===== src/tml_pkg.sv =====
// What this block does
// - Start marker flag is high while the start marker sensor sees the marker.
// - A falling start marker flag gives one 1 us pulse on its own output.
// - End marker flag is high while the end marker sensor sees the marker.
// - Tape broken flag follows the broken indication from the sequence controller.
// - Tape broken flag is held high straight after power-on.
// - Protect state is caught only when the broken flag falls, then held.
// - A grounded protect contact (no write ring) is caught as protected.
// - Head drives are on only with the contact open and write permit high.
// - Losing supply power removes both head drives together at the next enabled clock.
package tml_pkg;
	// ****************************************************************
	// Register map
	// ****************************************************************
	localparam logic [11:0] ADDR_STATUS = 12'h000;
	localparam logic [11:0] ADDR_IRQ_STAT = 12'h004;
	localparam logic [11:0] ADDR_IRQ_MASK = 12'h008;
	localparam logic [11:0] ADDR_CTRL = 12'h00C;

	// Interrupt status and mask bit positions.
	localparam int IRQ_START_ON = 0;
	localparam int IRQ_START_OFF = 1;
	localparam int IRQ_END_ON = 2;
	localparam int IRQ_BROKEN_ON = 3;
	localparam int IRQ_POWER_LOSS = 4;
	localparam int IRQ_W = 5;

	// Control register field and reset values.
	localparam int CTRL_HEAD_INHIBIT = 0;
	localparam logic CTRL_INHIBIT_RST = 1'b0;
	localparam logic [IRQ_W-1:0] IRQ_MASK_RST = 5'h00;
	localparam logic BROKEN_RST = 1'b1;
	localparam logic PROTECT_RST = 1'b1;

	// ****************************************************************
	// Timing
	// ****************************************************************
	localparam int CLK_MHZ = 10;
	localparam int PULSE_NS = 1000;
	localparam int PULSE_CYC = (PULSE_NS * CLK_MHZ + 999) / 1000;
	localparam int SYNC_STAGES = 2;

	// ****************************************************************
	// Carriers
	// ****************************************************************
	typedef struct packed {
		logic end_mark;
		logic start_mark;
	} tml_sense_t;

	typedef struct packed {
		logic power_loss;
		logic drives_on;
		logic protect;
		logic broken;
		logic end_mark;
		logic start_mark;
	} tml_status_t;
endpackage : tml_pkg


===== src/tml_sync.sv =====
`timescale 1ns/100ps
`default_nettype none
module tml_sync #(
	parameter int WIDTH = 2,
	parameter int STAGES = 2
) (
	input wire logic clk,
	input wire logic rst_n,
	input wire logic ce,
	input wire logic [WIDTH-1:0] d,
	output logic [WIDTH-1:0] q
);
	if (STAGES < 2 || WIDTH < 1) begin : g_bad
		$error("tml_sync needs at least two stages and one bit");
	end

	logic [WIDTH-1:0] stage_r [STAGES];

	// Stage 0 is read only by stage 1.
	always_ff @(posedge clk or negedge rst_n) begin
		if (!rst_n) begin
			for (int i = 0; i < STAGES; i++) begin
				stage_r[i] <= '0;
			end
		end else if (ce) begin
			stage_r[0] <= d;
			for (int i = 1; i < STAGES; i++) begin
				stage_r[i] <= stage_r[i-1];
			end
		end
	end

	assign q = stage_r[STAGES-1];
endmodule : tml_sync
`default_nettype wire


===== src/tml_trail_pulse.sv =====
`timescale 1ns/100ps
`default_nettype none
module tml_trail_pulse #(
	parameter int CYC = 10
) (
	input wire logic clk,
	input wire logic rst_n,
	input wire logic ce,
	input wire logic level,
	output logic pulse
);
	localparam int CW = $clog2(CYC + 1);

	if (CYC < 1) begin : g_bad
		$error("tml_trail_pulse needs a length of at least one cycle");
	end

	logic prev_r;
	logic pulse_r;
	logic [CW-1:0] cnt_r;
	wire fall = prev_r & ~level;

	always_ff @(posedge clk or negedge rst_n) begin
		if (!rst_n) begin
			prev_r <= 1'b0;
			pulse_r <= 1'b0;
			cnt_r <= '0;
		end else if (ce) begin
			prev_r <= level;
			if (fall) begin
				pulse_r <= 1'b1;
				cnt_r <= CW'(CYC - 1);
			end else if (cnt_r != '0) begin
				cnt_r <= cnt_r - CW'(1);
			end else begin
				pulse_r <= 1'b0;
			end
		end
	end

	assign pulse = pulse_r;
endmodule : tml_trail_pulse
`default_nettype wire


===== src/tml_marker_top.sv =====
// The register offsets and register access over APB were chosen for this implementation.
`timescale 1ns/100ps
`default_nettype none
module tml_marker_top #(
	parameter int PULSE_CYC = tml_pkg::PULSE_CYC
) (
	input wire logic clk,
	input wire logic resetn,
	input wire logic ce,
	input wire logic psel,
	input wire logic penable,
	input wire logic pwrite,
	input wire logic [11:0] paddr,
	input wire logic [31:0] pwdata,
	output logic [31:0] prdata,
	output logic pready,
	output logic pslverr,
	input wire logic start_sensor,
	input wire logic end_sensor,
	input wire logic broken_in,
	input wire logic protect_contact_gnd,
	input wire logic write_permit,
	input wire logic power_loss,
	output logic start_marker_flag,
	output logic start_trail_pulse,
	output logic end_marker_flag,
	output logic tape_broken_flag,
	output logic write_protect_flag,
	output logic write_drive_en,
	output logic erase_drive_en,
	output logic irq
);
	if (PULSE_CYC < 1 || PULSE_CYC > 255) begin : g_bad
		$error("tml_marker_top pulse length must be 1 to 255 cycles");
	end

	// ****************************************************************
	// Reset release
	// ****************************************************************
	logic rst_q1_r;
	logic rst_n;

	always_ff @(posedge clk or negedge resetn) begin
		if (!resetn) begin
			rst_q1_r <= 1'b0;
			rst_n <= 1'b0;
		end else begin
			rst_q1_r <= 1'b1;
			rst_n <= rst_q1_r;
		end
	end

	// ****************************************************************
	// Sensor synchronisers
	// ****************************************************************
	tml_pkg::tml_sense_t sense_raw;
	tml_pkg::tml_sense_t sense_s;

	assign sense_raw.start_mark = start_sensor;
	assign sense_raw.end_mark = end_sensor;

	tml_sync #(
		.WIDTH($bits(tml_pkg::tml_sense_t)),
		.STAGES(tml_pkg::SYNC_STAGES)
	) u_sense_sync (
		.clk(clk),
		.rst_n(rst_n),
		.ce(ce),
		.d(sense_raw),
		.q(sense_s)
	);

	// ****************************************************************
	// Marker and broken flags
	// ****************************************************************
	logic start_flag_r;
	logic end_flag_r;
	logic broken_r;
	logic protect_r;

	wire broken_fall = broken_r & ~broken_in;

	always_ff @(posedge clk or negedge rst_n) begin
		if (!rst_n) begin
			start_flag_r <= 1'b0;
			end_flag_r <= 1'b0;
		end else if (ce) begin
			start_flag_r <= sense_s.start_mark;
			end_flag_r <= sense_s.end_mark;
		end
	end

	always_ff @(posedge clk or negedge rst_n) begin
		if (!rst_n) begin
			broken_r <= tml_pkg::BROKEN_RST;
		end else if (ce) begin
			broken_r <= broken_in;
		end
	end

	always_ff @(posedge clk or negedge rst_n) begin
		if (!rst_n) begin
			protect_r <= tml_pkg::PROTECT_RST;
		end else if (ce && broken_fall) begin
			protect_r <= protect_contact_gnd;
		end
	end

	// trailing edge pulse of start flag
	tml_trail_pulse #(
		.CYC(PULSE_CYC)
	) u_trail (
		.clk(clk),
		.rst_n(rst_n),
		.ce(ce),
		.level(start_flag_r),
		.pulse(start_trail_pulse)
	);

	// ****************************************************************
	// Head drives
	// ****************************************************************
	logic drive_r;
	logic power_prev_r;
	logic inhibit_r;

	// drives need open contact and permit
	wire drive_nxt = ~protect_contact_gnd & write_permit & ~power_loss & ~inhibit_r;

	always_ff @(posedge clk or negedge rst_n) begin
		if (!rst_n) begin
			drive_r <= 1'b0;
			power_prev_r <= 1'b0;
		end else if (ce) begin
			drive_r <= drive_nxt;
			power_prev_r <= power_loss;
		end
	end

	// ****************************************************************
	// Events
	// ****************************************************************
	logic [tml_pkg::IRQ_W-1:0] events;

	assign events[tml_pkg::IRQ_START_ON] = sense_s.start_mark & ~start_flag_r;
	assign events[tml_pkg::IRQ_START_OFF] = ~sense_s.start_mark & start_flag_r;
	assign events[tml_pkg::IRQ_END_ON] = sense_s.end_mark & ~end_flag_r;
	assign events[tml_pkg::IRQ_BROKEN_ON] = broken_in & ~broken_r;
	assign events[tml_pkg::IRQ_POWER_LOSS] = power_loss & ~power_prev_r;

	// ****************************************************************
	// APB slave
	// ****************************************************************
	logic pready_r;
	logic pslverr_r;
	logic [31:0] prdata_r;
	logic [tml_pkg::IRQ_W-1:0] irq_stat_r;
	logic [tml_pkg::IRQ_W-1:0] irq_mask_r;
	logic irq_r;
	tml_pkg::tml_status_t status;

	wire acc = psel & penable & ~pready_r;
	wire wr_fire = psel & penable & pready_r & pwrite;
	wire sel_status = paddr == tml_pkg::ADDR_STATUS;
	wire sel_irq_stat = paddr == tml_pkg::ADDR_IRQ_STAT;
	wire sel_irq_mask = paddr == tml_pkg::ADDR_IRQ_MASK;
	wire sel_ctrl = paddr == tml_pkg::ADDR_CTRL;
	wire hit = sel_status | sel_irq_stat | sel_irq_mask | sel_ctrl;

	assign status.power_loss = power_prev_r;
	assign status.drives_on = drive_r;
	assign status.protect = protect_r;
	assign status.broken = broken_r;
	assign status.end_mark = end_flag_r;
	assign status.start_mark = start_flag_r;

	wire [31:0] rd_data = sel_status ? 32'(status) :
		sel_irq_stat ? 32'(irq_stat_r) :
		sel_irq_mask ? 32'(irq_mask_r) :
		sel_ctrl ? 32'(inhibit_r) : 32'h0000_0000;

	wire [tml_pkg::IRQ_W-1:0] w1c = (wr_fire && sel_irq_stat) ?
		pwdata[tml_pkg::IRQ_W-1:0] : '0;

	// A new event in the clearing cycle wins over the clear.
	wire [tml_pkg::IRQ_W-1:0] irq_stat_nxt = (irq_stat_r & ~w1c) | events;

	always_ff @(posedge clk or negedge rst_n) begin
		if (!rst_n) begin
			pready_r <= 1'b0;
			pslverr_r <= 1'b0;
			prdata_r <= 32'h0000_0000;
		end else if (ce) begin
			pready_r <= acc;
			pslverr_r <= acc & ~hit;
			prdata_r <= (acc && !pwrite) ? rd_data : 32'h0000_0000;
		end
	end

	always_ff @(posedge clk or negedge rst_n) begin
		if (!rst_n) begin
			irq_stat_r <= '0;
			irq_mask_r <= tml_pkg::IRQ_MASK_RST;
			inhibit_r <= tml_pkg::CTRL_INHIBIT_RST;
			irq_r <= 1'b0;
		end else if (ce) begin
			irq_stat_r <= irq_stat_nxt;
			irq_r <= |(irq_stat_r & irq_mask_r);
			if (wr_fire && sel_irq_mask) begin
				irq_mask_r <= pwdata[tml_pkg::IRQ_W-1:0];
			end
			if (wr_fire && sel_ctrl) begin
				inhibit_r <= pwdata[tml_pkg::CTRL_HEAD_INHIBIT];
			end
		end
	end

	assign prdata = prdata_r;
	assign pready = pready_r;
	assign pslverr = pslverr_r;
	assign start_marker_flag = start_flag_r;
	assign end_marker_flag = end_flag_r;
	assign tape_broken_flag = broken_r;
	assign write_protect_flag = protect_r;
	assign write_drive_en = drive_r;
	assign erase_drive_en = drive_r;
	assign irq = irq_r;

	// ****************************************************************
	// Assertions
	// ****************************************************************
	logic [7:0] pulse_len_r;

	// Counts enabled cycles for which the trailing pulse has been high.
	always_ff @(posedge clk or negedge rst_n) begin
		if (!rst_n) begin
			pulse_len_r <= 8'h00;
		end else if (!start_trail_pulse) begin
			pulse_len_r <= 8'h00;
		end else if (ce && pulse_len_r != 8'hFF) begin
			pulse_len_r <= pulse_len_r + 8'h01;
		end
	end
endmodule : tml_marker_top
`default_nettype wire


===== config.mk =====
export PLATFORM = sky130hd
export DESIGN_NAME = tml_marker_top
export DESIGN_NICKNAME = d
export VERILOG_FILES = /design/src/tml_pkg.sv /design/src/tml_sync.sv /design/src/tml_trail_pulse.sv /design/src/tml_marker_top.sv
export SDC_FILE = /design/constraint.sdc
export NUM_CORES = 1
export LEC_CHECK = 0
export BUFFER_PORTS_ARGS = -buffer_cell sky130_fd_sc_hd__buf_4
export CAP_MARGIN = 40
export CORE_ASPECT_RATIO = 1.2
export CORE_MARGIN = 4
export CORE_UTILIZATION = 45
export CTS_CLUSTER_DIAMETER = 150
export DETAILED_ROUTE_END_ITERATION = 12
export GPL_TIMING_DRIVEN = 0
export PLACE_DENSITY = 0.79
export SYNTH_ARGS = -nofsm -noshare
export SYNTH_HDL_FRONTEND = slang
export SYNTH_SLANG_ARGS = --single-unit
export TNS_END_PERCENT = 1

===== constraint.sdc =====
create_clock -name clk -period 1.4 [get_ports clk]
set_input_delay 0.07 -clock clk [delete_from_list [all_inputs] [get_ports clk]]
set_output_delay 0.07 -clock clk [all_outputs]
set_load 0.01 [all_outputs]

# [Word level (Yosys, flattened, before mapping)]
# Cells that the tools add are included.
[totals] reg_bits=64 inputBits=56 out_inout_bits=42 elab_cells=82
[op_classes] add_sub_neg=1 n_eq_ne=4 n_mux=10 bitwise_logic=33 n_reduce_logical=14
[ops] op="12-bit by 4-bit == test with 1-bit output (second input constant)" count=2
[ops] op="1-bit AND" count=15
[ops] op="5-bit 2-to-1 mux" count=3
[ops] op="12-bit by 3-bit == test with 1-bit output (second input constant)" count=1
[ops] op="12-bit logical NOT" count=1
[ops] op="6-bit 2-to-1 mux" count=2
[ops] op="1-bit inverter" count=11
[ops] op="5-bit AND" count=2
[ops] op="4-bit 2-to-1 mux" count=2
[ops] op="2-bit AND reduction" count=4
[ops] op="1-bit logical AND" count=5
[ops] op="5-bit inverter" count=1
[ops] op="5-bit OR" count=1
[ops] op="5-bit OR reduction" count=1
[ops] op="4-bit nonzero test" count=1
[ops] op="4-bit by 1-bit subtractor with 4-bit output (second input constant)" count=1
[ops] op="1-bit 2-to-1 mux" count=3
[ops] op="1-bit OR" count=3
[ops] op="2-bit by 1-bit inequality test with 1-bit output (second input constant)" count=1
[ops] op="2-bit nonzero test" count=1
[ops] op="1-bit logical NOT" count=1

# [Longest topological paths before layout]
# Gate-level depths: netlist (run 1).
[depth] ltp_word=8 mapped_depth=6 ltp_nobuf=6

# [Hierarchy]
# Synthesis (run 1) repeated with hierarchy kept, for this count alone.
[hier_totals] hier_cells=194 hier_area_um2=1996.9
[modules_own_cells] mod="tml_marker_top" n_inst=1 cells_per_inst=153 area_per_inst_um2=1512.7
[modules_own_cells] mod="tml_trail_pulse" n_inst=1 cells_per_inst=31 area_per_inst_um2=324.1
[modules_own_cells] mod="tml_sync" n_inst=1 cells_per_inst=10 area_per_inst_um2=160.2

# [Worst setup path before layout (run 1)]
# OpenSTA, ideal clock, no wires.
[synth_path] path_kind="input-to-reg" start="input port paddr[1]" end="register irq_mask_r[0] (netlist bit)" setup_ns=0.125 arrival_time_ns=1.382 path_slack_ns=-0.107 cell_stages=5 n_path_buf=1 path_cell_list="or4_1 > nor2_1 > and3_1 > buf_2 > mux2_2"
[synth_via] elab_chain_len=3
[synth_rtl] item="start, declared" line_no="tml_marker_top.sv:13" text="input wire logic [11:0] paddr,"
[synth_rtl] item="12-bit by 4-bit == test with 1-bit output" line_no="tml_marker_top.sv:166" text="wire sel_irq_mask = paddr == tml_pkg::ADDR_IRQ_MASK;"
[synth_rtl] item="1-bit logical AND" line_no="tml_marker_top.sv:209" text="if (wr_fire && sel_irq_mask) begin"
[synth_rtl] item="2-bit AND reduction (no source line)"
[synth_rtl] item="end signal, assigned" line_no="tml_marker_top.sv:203" text="irq_mask_r <= tml_pkg::IRQ_MASK_RST;"
[synth_rtl] item="end signal, assigned" line_no="tml_marker_top.sv:210" text="irq_mask_r <= pwdata[tml_pkg::IRQ_W-1:0];"
[synth_rtl] item="end, declared" line_no="tml_marker_top.sv:158" text="logic [tml_pkg::IRQ_W-1:0] irq_mask_r;"
# No other way between the ends.
# A chain may end at the register's enable or synchronous reset.

# [Worst setup path in the final report (run 1)]
[layout_path] start="register pready_r, in the netlist pready" end="register irq_mask_r[3] (netlist bit)"
[layout_via] elab_chain_len=4
[layout_rtl] item="start, declared" line_no="tml_marker_top.sv:154" text="logic pready_r;"
[layout_rtl] item="start signal, assigned" line_no="tml_marker_top.sv:190" text="pready_r <= 1'b0;"
[layout_rtl] item="start signal, assigned" line_no="tml_marker_top.sv:194" text="pready_r <= acc;"
[layout_rtl] item="1-bit AND (2 in a row)" line_no="tml_marker_top.sv:163" text="wire wr_fire = psel & penable & pready_r & pwrite;"
[layout_rtl] item="1-bit logical AND" line_no="tml_marker_top.sv:209"
[layout_rtl] item="2-bit AND reduction (no source line)"
# No other way between the ends.

==> metrics, run 1 <==
drc violations 0; reg2reg start pready; crit path launch pready; Reg area 956 µm²; status complete, but fails checks; Final setup violation count 10; Finished Cell Area 0.00256 mm²; 1st-iter DRT viols 43; Post-synth EDFFs 0; Hold WC Path Type in2reg; NetSw 0.000760 W; Reg power frac 0.503; maximum capacitance violations 0; Slew @ Worst Pin 756 ps; Area contributors post-synth dfrtp_1 47%, buf_4 11%, mux2_2 7.6%, dfstp_2 2.7%, a32o_1 2.6%; Top FF cell, synth dfrtp_1; failing checks setup timing; register area share after synthesis 0.495; global-route wire length before repair 6.43 mm; cell class contributing the biggest share of worst-path delay simple AND/OR/NAND/NOR gates; Switching Share 0.285; slowest CP cell dfrtp_2; Final Max Tran Viols 0; Levels on crit path 5; WL/cell 13.6 µm; area occupied by multi-input gates 857 µm²; post-place instance area 0.00242 mm²; critical setup path kind reg2reg; Startpoint Class flip-flop; # rows 25; combinational power share 0.231; final wirelength 4.14 mm; CP endpoint irq_mask_r[3]; cts bufs inserted 5; syn avg cell area 11.1 µm²; layout cells sized above 1 0.434; die height 79.7 µm; RSZ-0062 raised after global routing yes; # nets final 308; slowest stage delay, CP 420 ps; Yosys reg bits 38; FF-to-FF setup slack -30 ps; Max H-tree Level 2; Max IR drop VDD 0.581 mV; Area Growth Syn to Fin 33.1%; initial antenna violation count 0; Distinct cells, synth 39; Worst Path Buf+Inv 1; largest net degree at the start of global routing 37; Yosys warnings 0; Initial Util 0.477; Filler cells 330; Tcrit/Tclk final 1.02; crit-path cells nand2_4, nor4_4, and3_1, buf_6, mux2_2; die area 0.00539 mm²; Max clock buf depth 2; Rel. slew slack 0.496; gpl congestion 0.771; Hold Fails Final Rpt 0; clk root buf clkbuf_8; Clk network pwr share 0.266; first drt pass iteration count 6; via/cell ratio 4.83; CTS tree yes; Yosys top cell by area dfrtp_1; Req. time, crit path 1570 ps; via count of the first global-routing pass 1403; post-synthesis cell count 174; Synth async-reset ratio 1.00; IO Pins 98; top cell type's share of synthesized area 0.468; R2R Path End irq_mask_r[3]; vias 1474; postcts setup bufs 0; clk_lat worst skew 290 ps; CP arrival 1600 ps; worst setup margin -31.4 ps; worst-path maximum fanout 5; Post-Syn Area 0.00193 mm²; R2R depth 5; cell-internal power 0.00190 W; Reg clk slew, reported paths 70 ps; Leak 1.26 nW; skew final 6.05 ps; Cell Pwr Density 1040 mW/mm²; GRT Util Overall 0.164; clk sink count 38; min cycle time layout 1430 ps; Antenna diodes 0; PortBufs 41; Fmax 699 MHz; die width 67.7 µm; grt total ovfl 0; nature of the critical path endpoint flip-flop; Core ar. 0.00404 mm²; Post-DP HPWL 3.22 mm; antenna-violating nets left 0; Layout Utilization 0.635
## kinds of logic after synthesis
logic type	after synthesis	synth area share
AND/OR/NAND/NOR	42	0.120
buffers and inverters	42	0.136
flip-flops	38	0.495
AO/OA/AOI/OAI	26	0.104
multiplexers	19	0.114
XOR/XNOR	3	0.0136
adder cells (fa/ha/maj)	2	0.0130
other	2	0.00390
## power by group through the flow
stage | Clock [W] | Sequential (W) | Combinational (W)
3_3_place_gp | 0 | 0.00136 | 0.000577
4_1_cts | 0.000730 | 0.00134 | 0.000614
5_1_grt | 0.000771 | 0.00136 | 0.000685
2_1_floorplan | 0 | 0.00135 | 0.000389
3_5_place_dp | 0 | 0.00136 | 0.000592
6_report | 0.000708 | 0.00134 | 0.000616
## how the worst min path moves through the flow
stage / start / to / slack, ps / cells after the start
3_3_place_gp: resetn / rst_q1_r / -150 / 1
5_1_grt: end_sensor / u_sense_sync.stage_r[3] / 4 / 2
3_5_place_dp: resetn / rst_q1_r / -150 / 1
4_1_cts: start_sensor / u_sense_sync.stage_r[2] / 4 / 2
6_report: start_sensor / u_sense_sync.stage_r[2] / 10 / 2
2_1_floorplan: resetn / rst_n / -230 / 0
## area by class of cell
type / instances / share of cell area
Multi-Input combinational cell: 119 / 0.334
Timing Repair Buffer: 44 / 0.130
Clock buffer: 8 / 0.0312
Buffer: 33 / 0.0918
Tap cell: 54 / 0.0264
Inverter: 9 / 0.0132
Sequential cell: 38 / 0.373
## cell usage in the layout, fill, tap and decap left out, drive strengths merged, types with 6 or more instances in the layout
| cell | n |
|---|---|
| inv | 9 |
| nand2 | 12 |
| clkbuf | 10 |
| dfrtp | 36 |
| mux2 | 13 |
| nand3 | 9 |
| buf | 73 |
| nor2 | 6 |
| conb | 27 |
## state kept, by name (all words and copies together) (netlist names), 2 cells and up
name / cells
irq_mask_r: 5
irq_stat_r: 5
prdata: 6
u_sense_sync.q: 2
u_sense_sync.stage_r: 2
u_trail.cnt_r: 4
## through the flow
step | total power [W] | hold WS, ps | worst slack (ps) | instances | setup TNS, ps
after floorplan | 0.00174 | -226 | -39.2 | 199 | -376
after global placement | 0.00193 | -147 | -427 | 294 | -9780
after detailed placement | 0.00195 | -145 | -365 | 295 | -4820
after CTS | 0.00269 | 4.04 | -53.0 | 305 | -412
after global routing | 0.00282 | 3.98 | -103 | 305 | -1410
final | 0.00266 | 14.2 | -31.4 | 305 | -191
## Yosys cell counts (3+ instances only)
cell,n
dfrtp_1,36
buf_4,27
mux2_2,13
nand2_1,11
inv_1,9
nand3_1,9
nor2_1,6
a21oi_1,5
a32o_1,5
mux2i_1,5
o21ai_0,5
o2bb2ai_1,4
buf_2,3
nor2b_1,3
nor3_1,3
## repair_timing
| item | CTS | global route |
|---|---|---|
| pin swaps | 8 | 4 |
| setup endpoints to repair | 14 | 20 |
| hold endpoints to repair | 3 | 0 |
| hold buffers | 2 | 0 |
| resized for setup | 4 | 3 |
## routing by layer
| metal | wire length [µm] | vias to the layer above | global-route usage |
|---|---|---|---|
| met3 | 382 | 9 | 0.0451 |
| met2 | 1980 | 65 | 0.266 |
| li1 | - | 712 | - |
| met1 | 1660 | 688 | 0.192 |
| met4 | 107 | 0 | 0.0892 |
| met5 | 0 | - | 0 |
(Power assumes the default switching activity.)
==> run 2, diff against run 1 <==
--- a/config.mk
+++ b/config.mk
@@ -5,15 +5,15 @@
 export SDC_FILE = /design/constraint.sdc
 export NUM_CORES = 1
 export LEC_CHECK = 0
-export BUFFER_PORTS_ARGS = -buffer_cell sky130_fd_sc_hd__buf_4
+export BUFFER_PORTS_ARGS = -buffer_cell sky130_fd_sc_hd__buf_2
 export CAP_MARGIN = 40
 export CORE_ASPECT_RATIO = 1.2
 export CORE_MARGIN = 4
-export CORE_UTILIZATION = 45
+export CORE_UTILIZATION = 43
 export CTS_CLUSTER_DIAMETER = 150
 export DETAILED_ROUTE_END_ITERATION = 12
 export GPL_TIMING_DRIVEN = 0
-export PLACE_DENSITY = 0.79
+export PLACE_DENSITY = 0.76
 export SYNTH_ARGS = -nofsm -noshare
 export SYNTH_HDL_FRONTEND = slang
 export SYNTH_SLANG_ARGS = --single-unit
==> run 2 against run 1 <==
- critical path depth unchanged
- critical endpoint unchanged
- clock-buffer cell count shrank 1
- the run still ends with setup timing left
- register-to-register slack about the same
==> metrics, run 2 (synthesized netlist as in run 1, its figures left out) <==
1st-iter DRT viols 72; PortBufs 41; clk sink count 38; Area Growth Syn to Fin 29.0%; GRT Util Overall 0.155; clk_lat worst skew 290 ps; Switching Share 0.285; Cell Pwr Density 1070 mW/mm²; gpl congestion 0.773; combinational power share 0.213; Setup TNS Final -179 ps; Final Max Tran Viols 0; RSZ-0062 raised after global routing yes; status complete, but fails checks; first drt pass iteration count 4; antenna-violating nets left 0; Hold WC Path Type in2reg; critical setup path kind reg2reg; maximum capacitance violations 0; final wirelength 4.09 mm; die width 69.1 µm; commonest non-fill, non-tap cells in the layout 42 x buf_2, 34 x dfrtp_1, 29 x buf_4; WHS 15.1 ps; Clk network pwr share 0.283; Req. time, crit path 1570 ps; via count of the first global-routing pass 1414; Hold Fails Final Rpt 0; # nets final 308; dpl cells 296; max FFs per register 6; min cycle time layout 1440 ps; grt total ovfl 0; Slew @ Worst Pin 774 ps; Antenna diodes 0; initial antenna violation count 0; final std cells w/o fill 307; worst-path maximum fanout 5; Max H-tree Level 2; via/cell ratio 4.75; Post-DP HPWL 3.12 mm; drc violations 0; commonest non-fill, non-tap cell in the layout buf_2; WL/cell 13.3 µm; power consumption 0.00266 W; Finished Cell Area 0.00248 mm²; cell-internal power 0.00191 W; global-route wire length before repair 6.69 mm; cts bufs inserted 5; Rel. slew slack 0.484; die height 81.3 µm; nature of the critical path endpoint flip-flop; Initial Util 0.448; Tcrit/Tclk final 1.03; Fmax 695 MHz; largest net degree at the start of global routing 37; worst setup margin -39.1 ps; Reg power frac 0.504; CP arrival 1610 ps; Core ar. 0.00429 mm²; IO Pins 98; Final setup violation count 7; failing checks setup timing; NetSw 0.000759 W; clk root buf clkbuf_8; die area 0.00562 mm²; # rows 26; Leak 1.25 nW; CTS tree yes; Startpoint Class flip-flop; post-place instance area 0.00232 mm²; Max IR drop VDD 0.599 mV; Max clock buf depth 2; skew final 5.22 ps; vias 1457; layout cells sized above 1 0.454; Reg clk slew, reported paths 70 ps
-- run 2: cell count changes in the layout (fill, tap and decap cells not counted) --
cell	change
buf_6	+1
and3_1	-1
clkbuf_8	+1
inv_2	+1
buf_4	-39
buf_2	+39
clkinv_2	+1
inv_1	-1
clkbuf_1	-2
and3_4	+1
dlygate4sd3_1	-1
-- run 2: power by group through the flow --
stage | logic (W) | registers, W | clock network (W)
3_5_place_dp | 0.000544 | 0.00136 | 0
5_1_grt | 0.000629 | 0.00137 | 0.000833
3_3_place_gp | 0.000537 | 0.00135 | 0
4_1_cts | 0.000565 | 0.00134 | 0.000780
6_report | 0.000567 | 0.00134 | 0.000754
2_1_floorplan | 0.000389 | 0.00135 | 0
-- run 2: critical path, stage by stage (launching register included) --
cell     delay, ps
dfrtp_2        420
nand2_4         70
nor4_4         160
and3_4         220
buf_6          120
mux2_2         330
-- run 2: metrics by stage --
| stage | worst slack (ps) | utilization |
|---|---|---|
| floorplan | -39.2 | - |
| global placement | -407 | 0.540 |
| detailed placement | -344 | 0.540 |
| finish | -39.1 | 0.579 |
| global route | -96.0 | 0.579 |
| CTS | -37.8 | 0.570 |
-- run 2: cell type report --
class | count | area [µm²]
Tap cell | 56 | 70.1
Inverter | 9 | 33.8
Buffer | 33 | 235
Multi-Input combinational cell | 119 | 862
Timing Repair Buffer | 44 | 236
Clock inverter | 1 | 5.00
Clock buffer | 7 | 86.3
Fill cell | 385 | 1810
Sequential cell | 38 | 956
-- run 2: per-layer routing --
metal / vias to the layer above / routed length (µm) / track usage
met1: 687 / 1690 / 0.183
met4: 0 / 99 / 0.0820
met3: 8 / 276 / 0.0532
met5: - / 0 / 0
met2: 48 / 2030 / 0.250
li1: 714 / - / -
-- run 2: path summary, 6_finish.rpt --
| path | to | cells after the start | slack, ps | start |
|---|---|---|---|---|
| min in group asynchronous | rst_n | 2 | 110 | resetn |
| setup / recovery | irq_mask_r[3] | 5 | -40 | pready |
| hold / removal | tape_broken_flag | 3 | 20 | broken_in |
| setup reg to reg | irq_mask_r[3] | 5 | -40 | pready |
| hold reg to reg | u_trail.cnt_r[0] | 0 | 350 | rst_n |
| max in group asynchronous | pready | 0 | 520 | rst_n |
-- run 2: repair_timing --
item | in CTS | in global routing
setup buffers | 0 | 2
endpoints found under the setup margin | 14 | 20
endpoints found under the hold margin | 2 | 0
hold buffers | 1 | 0
pin swaps | 6 | 2
cloned | 0 | 0
resized for setup | 5 | 5
